==> src/rsx_pkg.sv <==
// Package for the rotate, subtract, set and skip execution block.
// Assumes a single 50 MHz core clock and a synchronous active-high reset.
//
// Notes on behaviour
// (RULE_01) Rotate memory left, bit7 to bit0, flags kept
// (RULE_02) Rotate left into work register, memory kept
// (RULE_03) Nine-bit left rotate via carry to memory
// (RULE_04) Nine-bit left rotate via carry to work
// (RULE_05) Rotate memory right, bit0 to bit7, flags kept
// (RULE_06) Rotate right into work register, memory kept
// (RULE_07) Nine-bit right rotate via carry to memory
// (RULE_08) Nine-bit right rotate via carry to work
// (RULE_09) Work plus inverted byte plus carry to work
// (RULE_10) Same borrow subtract result written to memory
// (RULE_11) Decrement memory, skip on zero, two cycles
// (RULE_12) Decrement into work register, skip on zero
// (RULE_13) Increment memory, skip on zero, two cycles
// (RULE_14) Increment into work register, skip on zero
// (RULE_15) Set byte writes all ones, flags kept
// (RULE_16) Set bit forces one selected bit only
// (RULE_17) Skip with dummy cycle when selected bit one
// (RULE_18) Subtract byte: work plus inverted plus one
// (RULE_19) Immediate subtract from work register
// (RULE_20) Carry means no borrow; zero, half, signed flags
package rsx_pkg;

	// Wishbone register offsets (byte addresses)
	localparam logic [3:0] OFS_CTRL   = 4'h0;
	localparam logic [3:0] OFS_OPND   = 4'h4;
	localparam logic [3:0] OFS_WORK   = 4'h8;
	localparam logic [3:0] OFS_STATUS = 4'hC;

	// Control register fields
	localparam int CTRL_OP_LSB  = 0;
	localparam int CTRL_BIT_LSB = 8;
	localparam int CTRL_GO_BIT  = 31;

	// Status register fields
	localparam int ST_CY_BIT   = 0;
	localparam int ST_HC_BIT   = 1;
	localparam int ST_ZF_BIT   = 2;
	localparam int ST_WRAP_BIT = 3;
	localparam int ST_SKIP_BIT = 4;
	localparam int ST_BUSY_BIT = 5;

	// Reset values and the set-byte pattern
	localparam logic [7:0] WORK_RST  = 8'h00;
	localparam logic [7:0] OPND_RST  = 8'h00;
	localparam logic [7:0] ALL_ONES  = 8'hFF;

	// Cycle figures
	localparam int CYC_NORMAL = 1;
	localparam int CYC_SKIP   = 2;

	// Operation codes
	typedef enum logic [4:0] {
		OP_NONE                 = 5'h00,
		OP_ROTATE_LEFT_MEM      = 5'h01,
		OP_ROTATE_LEFT_WORK     = 5'h02,
		OP_ROTATE_LEFT_CY_MEM   = 5'h03,
		OP_ROTATE_LEFT_CY_WORK  = 5'h04,
		OP_ROTATE_RIGHT_MEM     = 5'h05,
		OP_ROTATE_RIGHT_WORK    = 5'h06,
		OP_ROTATE_RIGHT_CY_MEM  = 5'h07,
		OP_ROTATE_RIGHT_CY_WORK = 5'h08,
		OP_BORROW_WORK          = 5'h09,
		OP_BORROW_MEM           = 5'h0A,
		OP_DSZ_MEM              = 5'h0B,
		OP_DSZ_WORK             = 5'h0C,
		OP_ISZ_MEM              = 5'h0D,
		OP_ISZ_WORK             = 5'h0E,
		OP_SET_BYTE             = 5'h0F,
		OP_SET_BIT              = 5'h10,
		OP_SKIP_NZ              = 5'h11,
		OP_SUB_WORK             = 5'h12,
		OP_SUB_MEM              = 5'h13,
		OP_SUB_IMM              = 5'h14
	} op_type;

	// Flags carried together
	typedef struct packed {
		logic wrap;
		logic zf;
		logic hc;
		logic cy;
	} flags_type;

	// Execution result carried together
	typedef struct packed {
		logic [7:0] value;
		logic       to_mem;
		logic       to_work;
		logic       skip;
		flags_type  flags;
		logic [3:0] flag_we;
	} result_type;

	// Execution state
	typedef enum logic [1:0] {
		ST_IDLE  = 2'b00,
		ST_EXEC  = 2'b01,
		ST_DUMMY = 2'b10
	} state_type;

endpackage

==> src/rsx_exec.sv <==
// Execution unit for rotates, subtracts, set and skip operations.
// Software drives it over classic Wishbone; the operand byte stands
// in for the addressed data memory location.
//
// Design decisions made here: the address map and the Wishbone interface to the registers.
`timescale 1ns/100ps
module rsx_exec
	import rsx_pkg::*;
(
	// Clock and reset
	input  wire logic        clk,
	input  wire logic        srst,
	// Wishbone slave
	input  wire logic        wb_cyc_i,
	input  wire logic        wb_stb_i,
	input  wire logic        wb_we_i,
	input  wire logic [3:0]  wb_adr_i,
	input  wire logic [3:0]  wb_sel_i,
	input  wire logic [31:0] wb_dat_i,
	output logic      [31:0] wb_dat_o,
	output logic             wb_ack_o,
	// Execution visibility
	output logic             busy,
	output logic             skip_pulse
);

	////////////////////////////////////////////////////////////////////
	// Declarations
	op_type     op_r;
	logic [2:0] bit_sel_r;
	logic [7:0] work_r;
	logic [7:0] opnd_r;
	flags_type  flags_r;
	logic       skip_r;
	state_type  state_r;
	result_type res;
	logic       wb_req;
	logic       wr_ctrl;
	logic       go;

	// Nine-bit add of the inverted operand, shared by every subtract form;
	// returns {signed wrap, half carry, carry, sum}
	function automatic logic [10:0] sub_core(input logic [7:0] a,
		input logic [7:0] b, input logic cin);
		logic [4:0] lo;
		logic [8:0] full;
		logic       wrap;
		lo   = {1'b0, a[3:0]} + {1'b0, b[3:0]} + {4'h0, cin};
		full = {1'b0, a} + {1'b0, b} + {8'h00, cin};
		wrap = (a[7] == b[7]) && (full[7] != a[7]);
		return {wrap, lo[4], full[8], full[7:0]};
	endfunction

	////////////////////////////////////////////////////////////////////
	// Wishbone decode
	assign wb_req  = wb_cyc_i && wb_stb_i && !wb_ack_o;
	assign wr_ctrl = wb_req && wb_we_i && (wb_adr_i == OFS_CTRL) && wb_sel_i[3];
	assign go      = wr_ctrl && wb_dat_i[CTRL_GO_BIT] && (state_r == ST_IDLE);

	// One-cycle ack, dropped the cycle after
	always_ff @(posedge clk)
	begin
		if (srst)
			wb_ack_o <= 1'b0;
		else
			wb_ack_o <= wb_req;
	end

	// Read data, registered
	always_ff @(posedge clk)
	begin
		if (srst)
			wb_dat_o <= 32'h0000_0000;
		else if (wb_req && !wb_we_i)
		begin
			if (wb_adr_i == OFS_CTRL)
				wb_dat_o <= {24'h000000, 5'h00, bit_sel_r} << CTRL_BIT_LSB
					| {27'h0000000, op_r};
			else if (wb_adr_i == OFS_OPND)
				wb_dat_o <= {24'h000000, opnd_r};
			else if (wb_adr_i == OFS_WORK)
				wb_dat_o <= {24'h000000, work_r};
			else if (wb_adr_i == OFS_STATUS)
				wb_dat_o <= {26'h0000000, (state_r != ST_IDLE), skip_r,
					flags_r.wrap, flags_r.zf, flags_r.hc, flags_r.cy};
			else
				wb_dat_o <= 32'h0000_0000;
		end
	end

	////////////////////////////////////////////////////////////////////
	// Combinational datapath
	always_comb
	begin
		logic [10:0] sr;
		logic [7:0]  b;
		logic        cin;
		sr  = 11'h000;
		b   = 8'h00;
		cin = 1'b0;
		res = '0;
		res.flags = flags_r;
		case (op_r)
			OP_ROTATE_LEFT_MEM, OP_ROTATE_LEFT_WORK:
			begin
				res.value   = {opnd_r[6:0], opnd_r[7]}; // see RULE_01 see RULE_02
				res.to_mem  = (op_r == OP_ROTATE_LEFT_MEM);
				res.to_work = (op_r == OP_ROTATE_LEFT_WORK);
			end
			OP_ROTATE_LEFT_CY_MEM, OP_ROTATE_LEFT_CY_WORK:
			begin
				res.value    = {opnd_r[6:0], flags_r.cy}; // see RULE_03 see RULE_04
				res.flags.cy = opnd_r[7];
				res.flag_we  = 4'h1;
				res.to_mem   = (op_r == OP_ROTATE_LEFT_CY_MEM);
				res.to_work  = (op_r == OP_ROTATE_LEFT_CY_WORK);
			end
			OP_ROTATE_RIGHT_MEM, OP_ROTATE_RIGHT_WORK:
			begin
				res.value   = {opnd_r[0], opnd_r[7:1]}; // see RULE_05 see RULE_06
				res.to_mem  = (op_r == OP_ROTATE_RIGHT_MEM);
				res.to_work = (op_r == OP_ROTATE_RIGHT_WORK);
			end
			OP_ROTATE_RIGHT_CY_MEM, OP_ROTATE_RIGHT_CY_WORK:
			begin
				res.value    = {flags_r.cy, opnd_r[7:1]}; // see RULE_07 see RULE_08
				res.flags.cy = opnd_r[0];
				res.flag_we  = 4'h1;
				res.to_mem   = (op_r == OP_ROTATE_RIGHT_CY_MEM);
				res.to_work  = (op_r == OP_ROTATE_RIGHT_CY_WORK);
			end
			OP_BORROW_WORK, OP_BORROW_MEM, OP_SUB_WORK, OP_SUB_MEM, OP_SUB_IMM:
			begin
				// Subtract as add of inverse; carry set means no borrow
				b   = ~opnd_r; // see RULE_19
				cin = 1'b1; // see RULE_18
				if (op_r == OP_BORROW_WORK || op_r == OP_BORROW_MEM)
					cin = flags_r.cy; // see RULE_09
				sr  = sub_core(work_r, b, cin);
				res.value      = sr[7:0];
				res.flags.cy   = sr[8]; // see RULE_20
				res.flags.hc   = sr[9];
				res.flags.zf   = (sr[7:0] == 8'h00);
				res.flags.wrap = sr[10];
				res.flag_we    = 4'hF;
				res.to_mem     = (op_r == OP_BORROW_MEM || op_r == OP_SUB_MEM); // see RULE_10
				res.to_work  = !res.to_mem;
			end
			OP_DSZ_MEM, OP_DSZ_WORK:
			begin
				res.value   = opnd_r - 8'h01; // see RULE_11 see RULE_12
				res.skip    = (res.value == 8'h00);
				res.to_mem  = (op_r == OP_DSZ_MEM);
				res.to_work = (op_r == OP_DSZ_WORK);
			end
			OP_ISZ_MEM, OP_ISZ_WORK:
			begin
				res.value   = opnd_r + 8'h01; // see RULE_13 see RULE_14
				res.skip    = (res.value == 8'h00);
				res.to_mem  = (op_r == OP_ISZ_MEM);
				res.to_work = (op_r == OP_ISZ_WORK);
			end
			OP_SET_BYTE:
			begin
				res.value  = ALL_ONES; // see RULE_15
				res.to_mem = 1'b1;
			end
			OP_SET_BIT:
			begin
				res.value  = opnd_r | (8'h01 << bit_sel_r); // see RULE_16
				res.to_mem = 1'b1;
			end
			OP_SKIP_NZ:
			begin
				res.value = opnd_r;
				res.skip  = opnd_r[bit_sel_r]; // see RULE_17
			end
			default:
			begin
				res.value = opnd_r;
			end
		endcase
	end

	////////////////////////////////////////////////////////////////////
	// Control register: opcode and bit select
	always_ff @(posedge clk)
	begin
		if (srst)
		begin
			op_r      <= OP_NONE;
			bit_sel_r <= 3'h0;
		end
		else if (wr_ctrl && state_r == ST_IDLE)
		begin
			op_r      <= op_type'(wb_dat_i[CTRL_OP_LSB +: 5]);
			bit_sel_r <= wb_dat_i[CTRL_BIT_LSB +: 3];
		end
	end

	// Execution sequencer: one cycle, plus dummy cycle on skip
	always_ff @(posedge clk)
	begin
		if (srst)
			state_r <= ST_IDLE;
		else
		begin
			case (state_r)
				ST_IDLE:  if (go) state_r <= ST_EXEC;
				ST_EXEC:  state_r <= res.skip ? ST_DUMMY : ST_IDLE; // see RULE_11 see RULE_17
				ST_DUMMY: state_r <= ST_IDLE;
				default:  state_r <= ST_IDLE;
			endcase
		end
	end

	// Operand byte: software write, or result written back
	always_ff @(posedge clk)
	begin
		if (srst)
			opnd_r <= OPND_RST;
		else if (state_r == ST_EXEC && res.to_mem)
			opnd_r <= res.value;
		else if (state_r == ST_IDLE && wb_req && wb_we_i && wb_adr_i == OFS_OPND && wb_sel_i[0])
			opnd_r <= wb_dat_i[7:0];
	end

	// Work register
	always_ff @(posedge clk)
	begin
		if (srst)
			work_r <= WORK_RST;
		else if (state_r == ST_EXEC && res.to_work)
			work_r <= res.value;
		else if (state_r == ST_IDLE && wb_req && wb_we_i && wb_adr_i == OFS_WORK && wb_sel_i[0])
			work_r <= wb_dat_i[7:0];
	end

	// Flags: only those the operation affects
	always_ff @(posedge clk)
	begin
		if (srst)
		begin
			flags_r <= '0;
			skip_r  <= 1'b0;
		end
		else if (state_r == ST_EXEC)
		begin
			// Only the flags that the operation owns are taken from the result
			flags_r <= flags_type'((res.flags & res.flag_we) | (flags_r & ~res.flag_we));
			skip_r  <= res.skip;
		end
		else if (state_r == ST_IDLE && wb_req && wb_we_i && wb_adr_i == OFS_STATUS && wb_sel_i[0])
			flags_r <= flags_type'({wb_dat_i[ST_WRAP_BIT], wb_dat_i[ST_ZF_BIT],
				wb_dat_i[ST_HC_BIT], wb_dat_i[ST_CY_BIT]});
	end

	assign busy       = (state_r != ST_IDLE);
	assign skip_pulse = (state_r == ST_DUMMY);

	////////////////////////////////////////////////////////////////////
	// Assertions
	property p_rotl_mem;
		@(posedge clk) disable iff (srst)
		(state_r == ST_EXEC && op_r == OP_ROTATE_LEFT_MEM) |=>
			(opnd_r == {$past(opnd_r[6:0]), $past(opnd_r[7])}) && $stable(flags_r);
	endproperty
	a_rotl_mem: assert property (p_rotl_mem) else $error("rotate left memory wrong"); // see RULE_01

	property p_rotl_cy_work;
		@(posedge clk) disable iff (srst)
		(state_r == ST_EXEC && op_r == OP_ROTATE_LEFT_CY_WORK) |=>
			work_r == {$past(opnd_r[6:0]), $past(flags_r.cy)} && flags_r.cy == $past(opnd_r[7])
			&& $stable(opnd_r);
	endproperty
	a_rotl_cy_work: assert property (p_rotl_cy_work) else $error("rotate via carry wrong"); // see RULE_04

	property p_rotr_cy_mem;
		@(posedge clk) disable iff (srst)
		(state_r == ST_EXEC && op_r == OP_ROTATE_RIGHT_CY_MEM) |=>
			opnd_r == {$past(flags_r.cy), $past(opnd_r[7:1])} && flags_r.cy == $past(opnd_r[0]);
	endproperty
	a_rotr_cy_mem: assert property (p_rotr_cy_mem) else $error("rotate right carry wrong"); // see RULE_07

	property p_rotr_work;
		@(posedge clk) disable iff (srst)
		(state_r == ST_EXEC && op_r == OP_ROTATE_RIGHT_WORK) |=>
			work_r == {$past(opnd_r[0]), $past(opnd_r[7:1])} && $stable(opnd_r);
	endproperty
	a_rotr_work: assert property (p_rotr_work) else $error("rotate right work wrong"); // see RULE_06

	property p_sub_work;
		@(posedge clk) disable iff (srst)
		(state_r == ST_EXEC && op_r == OP_SUB_WORK) |=>
			work_r == 8'($past(work_r) - $past(opnd_r))
			&& flags_r.cy == ($past(work_r) >= $past(opnd_r));
	endproperty
	a_sub_work: assert property (p_sub_work) else $error("subtract wrong"); // see RULE_18

	property p_borrow_zero;
		@(posedge clk) disable iff (srst)
		(state_r == ST_EXEC && op_r == OP_BORROW_WORK) |=> flags_r.zf == (work_r == 8'h00);
	endproperty
	a_borrow_zero: assert property (p_borrow_zero) else $error("zero flag wrong"); // see RULE_20

	property p_skip_two;
		@(posedge clk) disable iff (srst)
		(state_r == ST_EXEC && op_r == OP_DSZ_MEM && opnd_r == 8'h01) |=>
			skip_pulse ##1 (state_r == ST_IDLE);
	endproperty
	a_skip_two: assert property (p_skip_two) else $error("skip timing wrong"); // see RULE_11

	property p_noskip_one;
		@(posedge clk) disable iff (srst)
		(state_r == ST_EXEC && op_r == OP_SKIP_NZ && !opnd_r[bit_sel_r]) |=> state_r == ST_IDLE;
	endproperty
	a_noskip_one: assert property (p_noskip_one) else $error("no-skip timing wrong"); // see RULE_17

	property p_set_byte;
		@(posedge clk) disable iff (srst)
		(state_r == ST_EXEC && op_r == OP_SET_BYTE) |=> opnd_r == ALL_ONES && $stable(flags_r);
	endproperty
	a_set_byte: assert property (p_set_byte) else $error("set byte wrong"); // see RULE_15

	property p_inc_skip;
		@(posedge clk) disable iff (srst)
		(state_r == ST_EXEC && op_r == OP_ISZ_MEM) |=>
			opnd_r == 8'($past(opnd_r) + 8'h01) && skip_r == (opnd_r == 8'h00) && $stable(flags_r);
	endproperty
	a_inc_skip: assert property (p_inc_skip) else $error("increment skip wrong"); // see RULE_13

	property p_set_bit;
		@(posedge clk) disable iff (srst)
		(state_r == ST_EXEC && op_r == OP_SET_BIT) |=>
			opnd_r[bit_sel_r] && ($countones(opnd_r ^ $past(opnd_r)) <= 1) && $stable(flags_r);
	endproperty
	a_set_bit: assert property (p_set_bit) else $error("set bit wrong"); // see RULE_16

	c_skip:  cover property (@(posedge clk) disable iff (srst) skip_pulse);
	c_borrow: cover property (@(posedge clk) disable iff (srst) state_r == ST_EXEC && op_r == OP_BORROW_MEM);
	c_bit:   cover property (@(posedge clk) disable iff (srst) state_r == ST_EXEC && op_r == OP_SKIP_NZ && res.skip);
	c_isz:   cover property (@(posedge clk) disable iff (srst) state_r == ST_EXEC && op_r == OP_ISZ_WORK && res.skip);

endmodule

==> config.mk <==
export PLATFORM = sky130hd
export DESIGN_NAME = rsx_exec
export DESIGN_NICKNAME = d
export VERILOG_FILES = /design/src/rsx_pkg.sv /design/src/rsx_exec.sv
export SDC_FILE = /design/constraint.sdc
export NUM_CORES = 1
export LEC_CHECK = 0
export ABC_AREA = 0
export BUFFER_PORTS_ARGS = -buffer_cell sky130_fd_sc_hd__buf_2
export CORE_MARGIN = 8
export CORE_UTILIZATION = 51
export DETAILED_ROUTE_END_ITERATION = 6
export GPL_TIMING_DRIVEN = 1
export PLACE_DENSITY = 0.8
export SYNTH_ARGS = -nofsm -noshare
export SYNTH_HDL_FRONTEND = slang
export SYNTH_SLANG_ARGS = --single-unit
==> constraint.sdc <==
create_clock -name clk -period 3.4 [get_ports clk]
set_input_delay 0.51 -clock clk [delete_from_list [all_inputs] [get_ports clk]]
set_output_delay 0.51 -clock clk [all_outputs]
set_load 0.02 [all_outputs]
==> results.yml <==
logic_synthesis:
  netlist_area_sq_mm: 0.00395
  synth_compound_area_frac: 0.295
  synth_mux_area_frac: 0.0700
  synth_top_family_by_area: "compound AO/OA/AOI/OAI gates"
  post_synth.cell_area_avg_sq_um: 7.81
  ys.flop_type: "dfxtp_1"
  synthArstFlopShare: 0
  synth-simple-area-share: 0.235
  synth_xor_area_frac: 0.0288
  syn_inst: 506
  synth_fa_ha_area_frac: 0.0494
  synthDistinctLibCells: 77
  ys_ff_latch: 43
  yosysWarnings: 0
  ys_seq_area_frac: 0.218
  synth-edff-count: 0
floorplan:
  coreArea_sq_mm: 0.00761
  die_h_um: 104
  io_pins: 80
  die_area_sq_mm: 0.0108
  fp.dieW_um: 104
  start_util: 0.519
  rows: 32
global_routing:
  grt_pass1_wl_mm: 20.5
  grt_pass1_vias: 3984
  grt_max_degree: 46
  track_usage: 0.229
  grt.overflow.total: 0
  antenna_found_initial: 0
critical_path:
  r2r_end: "opnd_r[7]"
  worstSetupPathType: "register to register"
  rr_worst_depth: 10
  crit_fanout: 5
  worstSetupStartpoint: "op_r[3]"
  crit_end: "opnd_r[7]"
  start_kind: "register"
  crit_path_end_kind: "register"
  r2r_start: "op_r[3]"
  arrival_ns: 3.42
  rrSetupSlack_ns: 0.13
  crit_required_ns: 3.55
run:
  maxCapViolations: 0
status:
  outcome: "finished clean"
sta:
  fmax_mhz: 306
  finalSetupViolCount: 0
  hold_violations: 0
  fin_crit_sh: 0.962
  rsz0062_at_grt: "false"
  slew_headroom: 0.446
  fin_worst_skew_ns: 0.00625
  slew_violations: 0
  worstMarginPinSlew_ns: 0.830
  setup_tns_ns: 0
  whs_ns: 0.436
  min_period_ns: 3.27
clocking:
  ctsHtreeMaxLevel: 2
  insertion_delay_ns: 0.30
  cts_tree: "yes"
  clock_sinks: 43
  cts_root_buf: "clkbuf_8"
  postCtsSetupBuffers: 0
  path_clk_slew_ns: 0.08
  numCtsBuffers: 5
  clockBufferDepth: 2
route:
  drc_errors: 0
  post_drt_wl_per_cell_um: 20.3
  viasPerCell: 6.61
  first_iter_violations: 362
  wl_mm: 12.8
  final_antenna_net_count: 0
  drt-pass1-iter-count: 5
  vias: 4146
power:
  power.density_mw_per_mm2: 223
  leakage_nw: 1.63
  vdd_drop_max_v: 0.000326
placement:
  place_congestion: 1.03
  port_buffers: 36
  place.detailed.hpwl_mm: 9.47
layout:
  syn2layout_area_growth_pct: 6.87
  drive_gt1_frac: 0.183
  num-fill-cells: 731
  n_antenna_cell: 0
  nNetsFinal: 581
min_path:
  hold_class: "primary input to register"
==> cell usage in the layout (no fill, tap or decap), types with 4 or more instances in the layout <==
| master | synthesis | final |
|---|---|---|
| a221o_1 | 6 | 6 |
| o21a_1 | 4 | 4 |
| dfxtp_1 | 43 | 43 |
| mux2_2 | 13 | 13 |
| nor2_1 | 50 | 50 |
| clkbuf_8 | 0 | 5 |
| inv_1 | 11 | 11 |
| o22ai_1 | 4 | 4 |
| nor4_1 | 8 | 8 |
| nand2_1 | 24 | 24 |
| o21bai_1 | 4 | 4 |
| o21ai_1 | 5 | 5 |
| nand3_1 | 13 | 13 |
| o21ai_0 | 15 | 15 |
| or4_1 | 4 | 4 |
| buf_4 | 23 | 19 |
| or3_1 | 4 | 4 |
| nand2b_1 | 9 | 9 |
| nor2b_1 | 10 | 10 |
| nor3_1 | 16 | 16 |
| a221oi_1 | 11 | 11 |
| buf_2 | 15 | 36 |
| conb_1 | 1 | 21 |
| mux2i_1 | 13 | 13 |
| a211oi_1 | 19 | 18 |
| a31oi_1 | 5 | 5 |
| ha_1 | 10 | 10 |
| a22o_1 | 9 | 9 |
| xnor2_1 | 11 | 11 |
| o221ai_1 | 6 | 6 |
| nor3b_1 | 5 | 5 |
| a311oi_1 | 7 | 7 |
| a21oi_1 | 29 | 28 |
| and2_1 | 4 | 4 |
==> per-stage QoR <==
stage	util	worst slack [ns]	power (mW)	cell area, sq um	instances
final	0.555	0.131	0.942	4220	627
after detailed placement	0.542	0.0719	0.624	4120	619
after CTS	0.553	0.0413	0.945	4210	627
after floorplan	-	0.141	0.610	4030	526
after global routing	0.555	0.00264	0.978	4220	627
after global placement	0.542	0.186	0.622	4120	619
==> report_power, final <==
part	internal [mW]	switching, mW	leakage, nW
clock	0.144	0.183	0.0412
combinational	0.0306	0.0748	1.24
sequential	0.507	0.00272	0.347
==> logic make-up after synthesis <==
| family | Yosys count |
|---|---|
| and+or+nand+nor | 175 |
| muxes | 26 |
| adders and majority gates | 15 |
| AOI/OAI and AO/OA | 155 |
| xor gates and xnor gates | 13 |
| other | 1 |
| buffers and inverters | 78 |
| DFF | 43 |
==> synthesized netlist by cell type, types with 4 or more instances <==
master	n	area, sq um
a221oi_1	11	96.3
o21a_1	4	30.0
o22ai_1	4	25.0
buf_4	23	173
o221ai_1	6	52.6
a211oi_1	19	143
nand3_1	13	65.1
a31oi_1	5	31.3
o21ai_0	15	75.1
inv_1	11	41.3
o21ai_1	5	25.0
nor2_1	50	188
nor3b_1	5	37.5
a21oi_1	29	145
or3_1	4	25.0
nor3_1	16	80.1
nand2_1	24	90.1
and2_1	4	25.0
mux2i_1	13	130
o21bai_1	4	30.0
a221o_1	6	60.1
mux2_2	13	146
nor2b_1	10	62.6
buf_2	15	75.1
or4_1	4	30.0
nand2b_1	9	56.3
nor4_1	8	50.1
a311oi_1	7	61.3
a22o_1	9	78.8
dfxtp_1	43	861
ha_1	10	125
clkbuf_1	24	90.1
xnor2_1	11	96.3
==> per-layer routing <==
metal | GRT usage | routed length [um] | part of all wire | vias up
met5 | 0 | 0 | 0 | -
met4 | 0.129 | 588 | 0.046 | 0
met3 | 0.0626 | 1290 | 0.10 | 54
met2 | 0.365 | 5960 | 0.47 | 223
met1 | 0.271 | 4930 | 0.39 | 1973
li1 | - | - | - | 1896
==> how the worst min path moves through the flow <==
stage                start           end  cells after the start
2_1_floorplan     register      register                      2
5_1_grt        wb_dat_i[9]  bit_sel_r[1]                      3
3_5_place_dp   wb_dat_o[9]   wb_dat_o[9]                      2
3_3_place_gp   wb_dat_o[9]   wb_dat_o[9]                      2
4_1_cts        wb_dat_i[8]  bit_sel_r[0]                      3
6_report       wb_dat_i[8]  bit_sel_r[0]                      3
==> registers in the layout (all words and copies together), names as in the netlist, named ones only <==
signal     count
bit_sel_r      3
work_r         8
state_r        2
op_r           5
wb_ack_o       1
opnd_r         8
wb_dat_o      11
skip_r         1
==> layout make-up <==
| type | count | area, sq um | area share |
|---|---|---|---|
| multi-input cells | 405 | 2770 | 0.657 |
| clock inverters | 2 | 12.5 | 0.00296 |
| clock buffers | 6 | 72.6 | 0.0172 |
| flip-flops and latches | 43 | 861 | 0.204 |
| well taps | 102 | 128 | 0.0302 |
| repair buffers | 55 | 323 | 0.0764 |
| inverters | 14 | 52.6 | 0.0124 |
==> worst max-delay path: stages (launching register included) <==
cell and delay (ns):
dfxtp_1 0.33, or3b_4 0.42, or3_1 0.38, fa_2 0.37, a211oi_1 0.37, o21bai_1 0.19
o21bai_2 0.23, xnor2_1 0.15, a2111oi_1 0.40, buf_4 0.20, a211oi_1 0.07
==> timing repair <==
| action | 4_1_cts | 5_1_grt |
|---|---|---|
| hold buffers | 0 | 0 |
| endpoints found under the setup margin | 0 | 7 |
| resized for setup | 0 | 4 |
Power figures use the tool's default switching activity.
